### src/hdl/sat_pkg.sv
// Package: constants, types and register map of the scan/arm sequencer
package sat_pkg;

   // --------------------------------------------------------------
   // Register map, byte addresses on the APB bus
   // --------------------------------------------------------------
   localparam logic [7:0] SAT_ADDR_CTRL = 8'h00;
   localparam logic [7:0] SAT_ADDR_SRC = 8'h04;
   localparam logic [7:0] SAT_ADDR_SCNT = 8'h08;
   localparam logic [7:0] SAT_ADDR_ACNT = 8'h0C;
   localparam logic [7:0] SAT_ADDR_INTV = 8'h10;
   localparam logic [7:0] SAT_ADDR_DLY = 8'h14;
   localparam logic [7:0] SAT_ADDR_STAT = 8'h18;

   // --------------------------------------------------------------
   // Field positions
   // --------------------------------------------------------------
   localparam int SAT_CTRL_GO = 0;
   localparam int SAT_CTRL_ABORT = 1;
   localparam int SAT_CTRL_SBYP = 2;
   localparam int SAT_CTRL_ABYP = 3;
   localparam int SAT_CTRL_SINF = 4;
   localparam int SAT_CTRL_AINF = 5;
   localparam int SAT_SRC_SCAN = 0;
   localparam int SAT_SRC_ARM = 4;
   localparam int SAT_SRC_IN = 8;
   localparam int SAT_SRC_OUT = 12;
   localparam int SAT_STAT_ERR = 8;
   localparam int SAT_STAT_SDONE = 12;

   // --------------------------------------------------------------
   // Limits and values after reset
   // --------------------------------------------------------------
   localparam int SAT_LINES = 6;
   localparam logic [16:0] SAT_CNT_MAX = 17'h1_869F;
   localparam logic [29:0] SAT_MS_MAX = 30'h3B9A_C9FF;
   localparam logic [16:0] SAT_CNT_RST = 17'h0_0001;
   localparam logic [29:0] SAT_INTV_RST = 30'h0000_03E8;
   localparam logic [29:0] SAT_DLY_RST = 30'h0000_0000;
   localparam logic [2:0] SAT_IN_RST = 3'h1;
   localparam logic [2:0] SAT_OUT_RST = 3'h2;

   // --------------------------------------------------------------
   // Timing: 1 ms tick from the 50 MHz bus clock
   // --------------------------------------------------------------
   localparam int SAT_CLK_HZ = 50_000_000;
   localparam int SAT_TICK_MS = 1;
   localparam int SAT_TICK_CYC = SAT_CLK_HZ / 1000 * SAT_TICK_MS;

   // --------------------------------------------------------------
   // Types
   // --------------------------------------------------------------
   typedef enum logic [2:0] {
      SAT_SRC_IMM = 3'h0,
      SAT_SRC_EXT = 3'h1,
      SAT_SRC_MAN = 3'h2,
      SAT_SRC_BUS = 3'h3,
      SAT_SRC_TLNK = 3'h4,
      SAT_SRC_TMR = 3'h5,
      SAT_SRC_HOLD = 3'h6
   } sat_src_type;

   typedef enum logic [4:0] {
      SAT_IDLE = 5'h01,
      SAT_ARM_WAIT = 5'h02,
      SAT_SCAN_WAIT = 5'h04,
      SAT_SCAN_DELAY = 5'h08,
      SAT_MEASURE = 5'h10
   } sat_state_type;

   typedef struct packed {
      sat_src_type scan_src;
      sat_src_type arm_src;
      logic [2:0] in_line;
      logic [2:0] out_line;
      logic scan_byp;
      logic arm_byp;
      logic scan_inf;
      logic arm_inf;
      logic [16:0] scan_cnt;
      logic [16:0] arm_cnt;
      logic [29:0] intv;
      logic [29:0] dly;
   } sat_cfg_type;

endpackage : sat_pkg

### src/hdl/sat_sequencer.sv
// Module: scan and arm layer trigger sequencer with APB registers
// Overview of operation
// - Immediate scan source needs no event; only the scan delay precedes the measure layer.
// - External source: falling edge on external trigger input is the event.
// - Key press also counts for external, bus, trigger bus and timer.
// - Manual source advances only on a trigger key press.
// - Bus source advances on a bus trigger pulse.
// - Trigger bus source advances on a pulse on the chosen input line.
// - Six trigger bus lines; input and output chosen by number.
// - A setting with input line equal to output line is refused.
// - Interval from 1 ms to 999999.999 s in 1 ms steps.
// - Timer: next scan starts when interval since last start expires.
// - Expiry during a running scan waits until that scan finishes.
// - Timer: key press after a scan completes starts the next one.
// - Hold source: nothing advances until another source is chosen.
// - After the event, wait the scan delay, 0 to 999999.999 s.
// - Scan count 1 to 99999, one after reset.
// - Unbounded_repeat_setting scan count returns to the scan layer forever.
// - Scan bypass skips the event on the first scan pass.
// - Bypass off: event awaited on every pass including the first.
// - Immediate arm source passes straight into the scan layer.
// - External arm source waits for an external trigger pulse.
// - Arm layer keeps an arm count and an arm bypass.
// - Arm count 1 to 99999 or unbounded_repeat_setting.
// - Arm bypass skips the arm event on the first arm pass.
`timescale 1ns/100ps
module sat_sequencer #(
   parameter int TICK_CYC = sat_pkg::SAT_TICK_CYC
) (
   input wire logic pclk,
   input wire logic presetn,
   input wire logic psel,
   input wire logic penable,
   input wire logic pwrite,
   input wire logic [7:0] paddr,
   input wire logic [31:0] pwdata,
   output logic [31:0] prdata,
   output logic pready,
   output logic pslverr,
   input wire logic ext_front_panel_trigger_key_n,
   input wire logic front_panel_trigger_key_n,
   input wire logic [5:0] front_panel_trigger_key_bus_in_n,
   input wire logic bus_trigger,
   input wire logic meas_done,
   output logic meas_start,
   output logic [5:0] front_panel_trigger_key_bus_out_sel,
   output logic busy
);

   // --------------------------------------------------------------
   // State
   // --------------------------------------------------------------
   typedef struct packed {
      sat_pkg::sat_cfg_type cfg;
      sat_pkg::sat_state_type st;
      logic [7:0] s1;
      logic [7:0] s2;
      logic [7:0] s3;
      logic [7:0] stab;
      logic [15:0] div;
      logic [29:0] ms_cnt;
      logic [29:0] intv_cnt;
      logic expired;
      logic first_scan;
      logic first_arm;
      logic [16:0] scans;
      logic [16:0] arms;
      logic cfg_err;
      logic [31:0] prdata;
      logic pready;
      logic pslverr;
      logic meas_start;
      logic [5:0] out_sel;
      logic busy;
   } sat_regs_type;

   sat_regs_type r;
   sat_regs_type next_r;
   logic [7:0] fall;
   logic tick;
   logic wr_en;
   logic abort_req;
   logic ext_ev;
   logic key_ev;
   logic tl_ev;
   logic scan_hit;
   logic arm_hit;

   // Event decode shared by the scan and the arm layer
   function automatic logic sat_event(sat_pkg::sat_src_type src, logic ext,
                                      logic key, logic bus, logic tl,
                                      logic tmr);
      logic hit;
      hit = 1'b0;
      case (src)
         sat_pkg::SAT_SRC_IMM: hit = 1'b1;
         sat_pkg::SAT_SRC_EXT: hit = ext | key;
         sat_pkg::SAT_SRC_MAN: hit = key;
         sat_pkg::SAT_SRC_BUS: hit = bus | key;
         sat_pkg::SAT_SRC_TLNK: hit = tl | key;
         sat_pkg::SAT_SRC_TMR: hit = tmr | key;
         default: hit = 1'b0;
      endcase
      return hit;
   endfunction : sat_event

   // Range check for counts 1..99999
   function automatic logic sat_cnt_ok(logic [31:0] v);
      return (v[31:17] == 15'h0000) && (v[16:0] != 17'h0_0000) &&
             (v[16:0] <= sat_pkg::SAT_CNT_MAX);
   endfunction : sat_cnt_ok

   // --------------------------------------------------------------
   // Next state
   // --------------------------------------------------------------
   always_comb
   begin
      next_r = r;
      fall = 8'h00;
      tick = 1'b0;
      // Three-stage synchroniser; change once stages two and three agree
      next_r.s1 = {front_panel_trigger_key_n, ext_front_panel_trigger_key_n, front_panel_trigger_key_bus_in_n};
      next_r.s2 = r.s1;
      next_r.s3 = r.s2;
      for (int i = 0; i < 8; i++)
      begin
         if (r.s2[i] == r.s3[i] && r.s3[i] != r.stab[i])
         begin
            next_r.stab[i] = r.s3[i];
            fall[i] = ~r.s3[i];
         end
      end
      key_ev = fall[7];
      ext_ev = fall[6];
      tl_ev = 1'b0;
      // Selected input line, numbered 1..6
      for (int i = 0; i < sat_pkg::SAT_LINES; i++)
      begin
         if (r.cfg.in_line == 3'(i + 1) && fall[i])
         begin
            tl_ev = 1'b1;
         end
      end
      // 1 ms tick divider
      if (r.div == 16'(TICK_CYC - 1))
      begin
         next_r.div = 16'h0000;
         tick = 1'b1;
      end
      else
      begin
         next_r.div = r.div + 16'h0001;
      end
      // APB slave: answer one cycle into the access phase
      next_r.pready = psel & penable & ~r.pready;
      next_r.pslverr = 1'b0;
      next_r.meas_start = 1'b0;
      wr_en = psel & penable & r.pready & pwrite;
      abort_req = wr_en && paddr == sat_pkg::SAT_ADDR_CTRL &&
                  pwdata[sat_pkg::SAT_CTRL_ABORT];
      if (psel & penable & ~r.pready)
      begin
         case (paddr)
            sat_pkg::SAT_ADDR_CTRL: next_r.prdata = {26'h000_0000,
               r.cfg.arm_inf, r.cfg.scan_inf, r.cfg.arm_byp,
               r.cfg.scan_byp, 2'h0};
            sat_pkg::SAT_ADDR_SRC: next_r.prdata = {17'h0_0000,
               r.cfg.out_line, 1'b0, r.cfg.in_line, 1'b0, r.cfg.arm_src,
               1'b0, r.cfg.scan_src};
            sat_pkg::SAT_ADDR_SCNT: next_r.prdata = {15'h0000, r.cfg.scan_cnt};
            sat_pkg::SAT_ADDR_ACNT: next_r.prdata = {15'h0000, r.cfg.arm_cnt};
            sat_pkg::SAT_ADDR_INTV: next_r.prdata = {2'h0, r.cfg.intv};
            sat_pkg::SAT_ADDR_DLY: next_r.prdata = {2'h0, r.cfg.dly};
            sat_pkg::SAT_ADDR_STAT: next_r.prdata = {3'h0, r.scans,
               3'h0, r.cfg_err, 3'h0, r.st};
            default:
            begin
               next_r.prdata = 32'h0000_0000;
               next_r.pslverr = 1'b1; // Unmapped address
            end
         endcase
      end
      // Register writes; a refused value keeps the old one and flags it
      if (wr_en)
      begin
         case (paddr)
            sat_pkg::SAT_ADDR_CTRL:
            begin
               next_r.cfg.scan_byp = pwdata[sat_pkg::SAT_CTRL_SBYP];
               next_r.cfg.arm_byp = pwdata[sat_pkg::SAT_CTRL_ABYP];
               next_r.cfg.scan_inf = pwdata[sat_pkg::SAT_CTRL_SINF];
               next_r.cfg.arm_inf = pwdata[sat_pkg::SAT_CTRL_AINF];
            end
            sat_pkg::SAT_ADDR_SRC:
            begin
               if (pwdata[10:8] != pwdata[14:12] &&
                   pwdata[10:8] >= 3'h1 && pwdata[10:8] <= 3'h6 &&
                   pwdata[14:12] >= 3'h1 && pwdata[14:12] <= 3'h6 &&
                   pwdata[2:0] <= 3'h6 && pwdata[6:4] <= 3'h6)
               begin
                  // Source change takes effect at once
                  next_r.cfg.scan_src = sat_pkg::sat_src_type'(pwdata[2:0]);
                  next_r.cfg.arm_src = sat_pkg::sat_src_type'(pwdata[6:4]);
                  next_r.cfg.in_line = pwdata[10:8];
                  next_r.cfg.out_line = pwdata[14:12];
               end
               else
               begin
                  next_r.cfg_err = 1'b1;
               end
            end
            sat_pkg::SAT_ADDR_SCNT:
               if (sat_cnt_ok(pwdata)) next_r.cfg.scan_cnt = pwdata[16:0];
               else next_r.cfg_err = 1'b1;
            sat_pkg::SAT_ADDR_ACNT:
               if (sat_cnt_ok(pwdata)) next_r.cfg.arm_cnt = pwdata[16:0];
               else next_r.cfg_err = 1'b1;
            sat_pkg::SAT_ADDR_INTV:
               if (pwdata[31:30] == 2'h0 && pwdata[29:0] != 30'h0000_0000 &&
                   pwdata[29:0] <= sat_pkg::SAT_MS_MAX)
                  next_r.cfg.intv = pwdata[29:0];
               else next_r.cfg_err = 1'b1;
            sat_pkg::SAT_ADDR_DLY:
               if (pwdata[31:30] == 2'h0 && pwdata[29:0] <= sat_pkg::SAT_MS_MAX)
                  next_r.cfg.dly = pwdata[29:0];
               else next_r.cfg_err = 1'b1;
            sat_pkg::SAT_ADDR_STAT:
               if (pwdata[sat_pkg::SAT_STAT_ERR]) next_r.cfg_err = 1'b0;
            default: next_r.cfg_err = r.cfg_err;
         endcase
      end
      // Output line select as one-hot
      for (int i = 0; i < sat_pkg::SAT_LINES; i++)
      begin
         next_r.out_sel[i] = (next_r.cfg.out_line == 3'(i + 1));
      end
      // Interval timer, measured from the last scan start
      if (tick && !r.expired)
      begin
         if (r.intv_cnt + 30'h0000_0001 >= r.cfg.intv)
         begin
            next_r.expired = 1'b1;
         end
         else
         begin
            next_r.intv_cnt = r.intv_cnt + 30'h0000_0001;
         end
      end
      scan_hit = sat_event(r.cfg.scan_src, ext_ev, key_ev, bus_trigger,
                           tl_ev, r.expired);
      arm_hit = sat_event(r.cfg.arm_src, ext_ev, key_ev, bus_trigger, tl_ev,
                          1'b0);
      // Sequencer
      case (r.st)
         sat_pkg::SAT_IDLE:
            if (wr_en && paddr == sat_pkg::SAT_ADDR_CTRL &&
                pwdata[sat_pkg::SAT_CTRL_GO] && !abort_req)
            begin
               next_r.st = sat_pkg::SAT_ARM_WAIT;
               next_r.arms = 17'h0_0000;
               next_r.first_arm = 1'b1;
            end
         sat_pkg::SAT_ARM_WAIT:
            if ((r.first_arm && r.cfg.arm_byp) || arm_hit)
            begin
               next_r.st = sat_pkg::SAT_SCAN_WAIT;
               next_r.first_arm = 1'b0;
               next_r.first_scan = 1'b1;
               next_r.scans = 17'h0_0000;
               next_r.expired = 1'b1; // First timed scan starts at once
            end
         sat_pkg::SAT_SCAN_WAIT:
            // Expiry only counts here, after the scan finished
            if ((r.first_scan && r.cfg.scan_byp) || scan_hit)
            begin
               next_r.st = sat_pkg::SAT_SCAN_DELAY;
               next_r.first_scan = 1'b0;
               next_r.ms_cnt = 30'h0000_0000;
            end
         sat_pkg::SAT_SCAN_DELAY:
            if (r.ms_cnt >= r.cfg.dly)
            begin
               next_r.st = sat_pkg::SAT_MEASURE;
               next_r.meas_start = 1'b1;
               next_r.intv_cnt = 30'h0000_0000;
               next_r.expired = 1'b0;
            end
            else if (tick)
            begin
               next_r.ms_cnt = r.ms_cnt + 30'h0000_0001;
            end
         sat_pkg::SAT_MEASURE:
            if (meas_done)
            begin
               next_r.scans = r.scans + 17'h0_0001;
               if (r.cfg.scan_inf || r.scans + 17'h0_0001 < r.cfg.scan_cnt)
               begin
                  next_r.st = sat_pkg::SAT_SCAN_WAIT;
               end
               else if (r.cfg.arm_inf ||
                        r.arms + 17'h0_0001 < r.cfg.arm_cnt)
               begin
                  next_r.arms = r.arms + 17'h0_0001;
                  next_r.st = sat_pkg::SAT_ARM_WAIT;
               end
               else
               begin
                  next_r.st = sat_pkg::SAT_IDLE;
               end
            end
         default: next_r.st = sat_pkg::SAT_IDLE;
      endcase
      if (abort_req)
      begin
         next_r.st = sat_pkg::SAT_IDLE;
      end
      // Busy flag kept in a flip-flop, follows the next state
      next_r.busy = next_r.st != sat_pkg::SAT_IDLE;
   end

   // --------------------------------------------------------------
   // Registers
   // --------------------------------------------------------------
   always_ff @(posedge pclk or negedge presetn)
   begin
      if (!presetn)
      begin
         r <= '0;
         r.cfg.scan_src <= sat_pkg::SAT_SRC_IMM;
         r.cfg.arm_src <= sat_pkg::SAT_SRC_IMM;
         r.cfg.in_line <= sat_pkg::SAT_IN_RST;
         r.cfg.out_line <= sat_pkg::SAT_OUT_RST;
         r.cfg.scan_cnt <= sat_pkg::SAT_CNT_RST;
         r.cfg.arm_cnt <= sat_pkg::SAT_CNT_RST;
         r.cfg.intv <= sat_pkg::SAT_INTV_RST;
         r.cfg.dly <= sat_pkg::SAT_DLY_RST;
         r.st <= sat_pkg::SAT_IDLE;
         r.s1 <= 8'hFF;
         r.s2 <= 8'hFF;
         r.s3 <= 8'hFF;
         r.stab <= 8'hFF;
         r.out_sel <= 6'h02;
      end
      else
      begin
         r <= next_r;
      end
   end

   // Outputs straight from the state flip-flops
   assign prdata = r.prdata;
   assign pready = r.pready;
   assign pslverr = r.pslverr;
   assign meas_start = r.meas_start;
   assign front_panel_trigger_key_bus_out_sel = r.out_sel;
   assign busy = r.busy;

   logic in_wait;
   assign in_wait = r.st == sat_pkg::SAT_SCAN_WAIT && !abort_req &&
                    !(r.first_scan && r.cfg.scan_byp);
endmodule : sat_sequencer

### config.mk
export PLATFORM = sky130hd
export DESIGN_NAME = sat_sequencer
export DESIGN_NICKNAME = d
export VERILOG_FILES = /design/src/hdl/sat_pkg.sv /design/src/hdl/sat_sequencer.sv
export SDC_FILE = /design/constraint.sdc
export NUM_CORES = 1
export LEC_CHECK = 0
export BUFFER_PORTS_ARGS = -buffer_cell sky130_fd_sc_hd__buf_4
export CELL_PAD_IN_SITES_DETAIL_PLACEMENT = 1
export CELL_PAD_IN_SITES_GLOBAL_PLACEMENT = 1
export CORE_MARGIN = 4
export CORE_UTILIZATION = 53
export CTS_CLUSTER_SIZE = 20
export DETAILED_ROUTE_END_ITERATION = 12
export GPL_TIMING_DRIVEN = 0
export PLACE_DENSITY = 0.88
export SYNTH_ARGS = -nofsm -noshare
export SYNTH_HDL_FRONTEND = slang
export SYNTH_SLANG_ARGS = --single-unit
### constraint.sdc
create_clock -name pclk -period 6.4 [get_ports pclk]
set_clock_uncertainty 0.1 [all_clocks]
set_input_delay 0.64 -clock pclk [delete_from_list [all_inputs] [get_ports pclk]]
set_output_delay 0.64 -clock pclk [all_outputs]
set_load 0.01 [all_outputs]
==> reports/metrics.cfg <==
[outcome]
status = completed

[floorplanning]
die_x_um = 189
start_util_pct = 53.6
ios = 97
core_area_sq_um = 32500
die_h_um = 189
die-area_sq_um = 35900
rows = 66

[synth]
ys_seq_area_share_pct = 43.5
syn_inst = 1774
netlist_area_sq_um = 17400
syn_avg_cell_area_sq_um = 9.83
ys_seq_elements = 301
ys_warn_count = 0
synth-edff-count = 0
ys_types = 85
synth_flop_cell = dfrtp_1
async_flop_share_pct = 100

[setup_path]
path_class = reg -> reg
required_ns = 6.74
rr_endpoint = r[79]
startpoint_type = flop
rrSetupSlack_ns = 1.11
cp_cell_sequence = ha_1, and3_1, nand3_1, nor3_2, nand3_1, nor2_1, xor2_1, ha_1, nand4_1, nor3_1, and2_1, clkbuf_1, o21ai_0, a31oi_1
critPathTopFamily = simple AND/OR/NAND/NOR gates
crit_buf_inv = 1
critPathMaxStageDelay_ns = 0.96
r2r_start = r[80]
slowest_stage = nor3_1
endpoint_kind = flop
worst_ep_arrival_time_ns = 5.63
critPathMaxFanout = 10
ff2ff_path_depth = 14

[power_and_ir_drop]
cellPowerDensity_nw_per_um2 = 216
power.share.clock_pct = 50.8
p_switching_w = 0.00103
p_seq_share_pct = 45.1
power.internal_w = 0.00327
leakage_nw = 9.09
p_comb_share_pct = 4.1
finalPower_w = 0.00431
irDropWorstVdd_mv = 0.230
sw_frac_of_total_pct = 24.0

[sta]
fmax_mhz = 189
finalWorstSetupSlack_ns = 1.11
drv_slew = 0
slew-limit-headroom_pct = 15.5
worst_slew_pin_slew_ns = 1.26
hold_viol = 0
setup_viol = 0
rsz0062_at_grt = false
tns_ns = 0
fin_crit_ns = 5.29
fin_crit_sh_pct = 82.7

[clock_network]
htree_levels = 2
cts_hold_buf = 0
clkTransAtPathRegs_ns = 0.06
cts_sinks = 301
cts_tree = yes
numCtsBuffers = 35
clock_latency_ns = 0.53
clock_path_buffers = 3
cts-resized-gates = 0
cts-root-buf = clkbuf_16
postCtsSetupBuffers = 0

[detailed_routing]
first_iter_violations = 1310
ant_nets = 0
drc = 0
vias = 15287
drt-pass1-iter-count = 6
vias_per_cell = 6.45
routed_wl_mm = 61.2
wire_per_inst_um = 25.8

[place]
dp_hpwl_mm = 43.5
place_ws_ns = 1.16
place_congestion = 0.947
port_buffers = 84
dpl_cell_area_sq_um = 18700

[global_route]
grt_pass1_wl_mm = 95.7
grt_util_all_layers_pct = 33.8
antenna_found_initial = 1
grt_max_degree = 115
overflow = 0
grt_pass1_vias = 16502

[final_layout]
syn2layout_area_growth_pct = 14.4
antenna_cells = 0
num-fill-cells = 3654
layout-drive-gt1-share_pct = 19.0
design_area_sq_um = 20000
final_nets = 2052

[worst_hold_path]
hp-class = in -> async

[run]
drv_cap = 0

## sequential cells by signal (all words and copies together), names as in the netlist
name and count:
busy 1, front_panel_trigger_key_bus_out_sel 6, meas_start 1, next_r 16, prdata 30, pready 1
pslverr 1, r 245
## stage by stage
| step | utilization (%) | hold slack, ns | cells |
|---|---|---|---|
| floorplan | - | 0.244 | 1775 |
| global placement | 57.3 | 0.246 | 2301 |
| detailed placement | 57.5 | 0.248 | 2305 |
| CTS | 61.3 | 0.0451 | 2369 |
| global route | 61.3 | 0.0746 | 2369 |
| finish | 61.3 | 0.0229 | 2369 |
## power by group through the flow
stage / Clock, W / Combinational (W) / Sequential, W
global placement: 0 / 0.000158 / 0.00197
floorplan: 0 / 0.0000554 / 0.00197
global route: 0.00229 / 0.000188 / 0.00194
finish: 0.00219 / 0.000175 / 0.00194
detailed placement: 0 / 0.000171 / 0.00197
CTS: 0.00220 / 0.000174 / 0.00194
## final cells by class
type                    instances  area [sq um]  area share, %
well taps                     442           553           2.77
multi-input cells            1225          8750           43.8
flip-flops and latches        301          7590           38.0
inverters                     126           473           2.37
clock buffers                  40           956           4.79
clock inverters                24           292           1.46
plain buffers                 123           641           3.21
repair buffers                 88           703           3.52
## Yosys cell counts (all sizes together), types with 35 or more instances
cell	n	area, sq um
a21oi	88	440
buf	64	419
clkbuf	59	221
dfrtp	257	6430
dfstp	44	1160
ha	97	1210
inv	126	473
mux2	106	1190
nand2	152	571
nand3	74	370
nand4	36	225
nor2	64	243
nor3	40	210
o21ai	101	505
xnor2	46	403
xor2	35	307
## placed cells by master, fill, tap and decap left out, drive strengths merged, types with 18 or more instances in the layout
| cell type | synthesis | routed |
|---|---|---|
| nor3 | 40 | 40 |
| mux2i | 19 | 19 |
| a31oi | 19 | 19 |
| a22oi | 18 | 18 |
| buf | 64 | 152 |
| nand2 | 152 | 152 |
| xor2 | 35 | 35 |
| a21oi | 88 | 88 |
| xnor2 | 46 | 46 |
| ha | 97 | 97 |
| o21ai | 101 | 101 |
| dfrtp | 257 | 257 |
| nand4 | 36 | 36 |
| nor4 | 19 | 19 |
| and3 | 32 | 32 |
| inv | 126 | 133 |
| or3 | 27 | 27 |
| clkbuf | 59 | 99 |
| dfstp | 44 | 44 |
| nand3 | 74 | 74 |
| nor2 | 64 | 64 |
| mux2 | 106 | 106 |
| a21o | 32 | 32 |
## worst max path at each step
stage / from / cells after the start / slack (ns) / end
floorplan: r[80] / 14 / 2.31 / r[79]
global placement: r[80] / 13 / 1.18 / r[88]
detailed placement: r[80] / 14 / 1.16 / r[79]
CTS: r[80] / 14 / 1.12 / r[79]
global route: r[80] / 14 / 0.76 / r[79]
finish: r[80] / 14 / 1.11 / r[79]
## layer usage
layer / share of wire (%) / wire [um] / global-route usage [%] / up-vias
li1: - / - / - / 6598
met1: 39 / 24000 / 42.3 / 7786
met2: 48 / 29400 / 56.7 / 677
met3: 7.1 / 4370 / 6.32 / 224
met4: 5.5 / 3380 / 15.8 / 2
met5: 0.021 / 13 / 0 / -
## logic make-up after synthesis
| logic type | after synthesis | synth area share (%) |
|---|---|---|
| AND/OR/NAND/NOR | 534 | 16.1 |
| AO/OA/AOI/OAI | 378 | 14.5 |
| flip-flops | 301 | 43.5 |
| buffers and inverters | 249 | 6.38 |
| multiplexers | 125 | 7.93 |
| adder cells (fa/ha/maj) | 105 | 7.42 |
| XOR/XNOR | 81 | 4.07 |
| other | 1 | 0.0215 |
(Power assumes the default switching activity.)
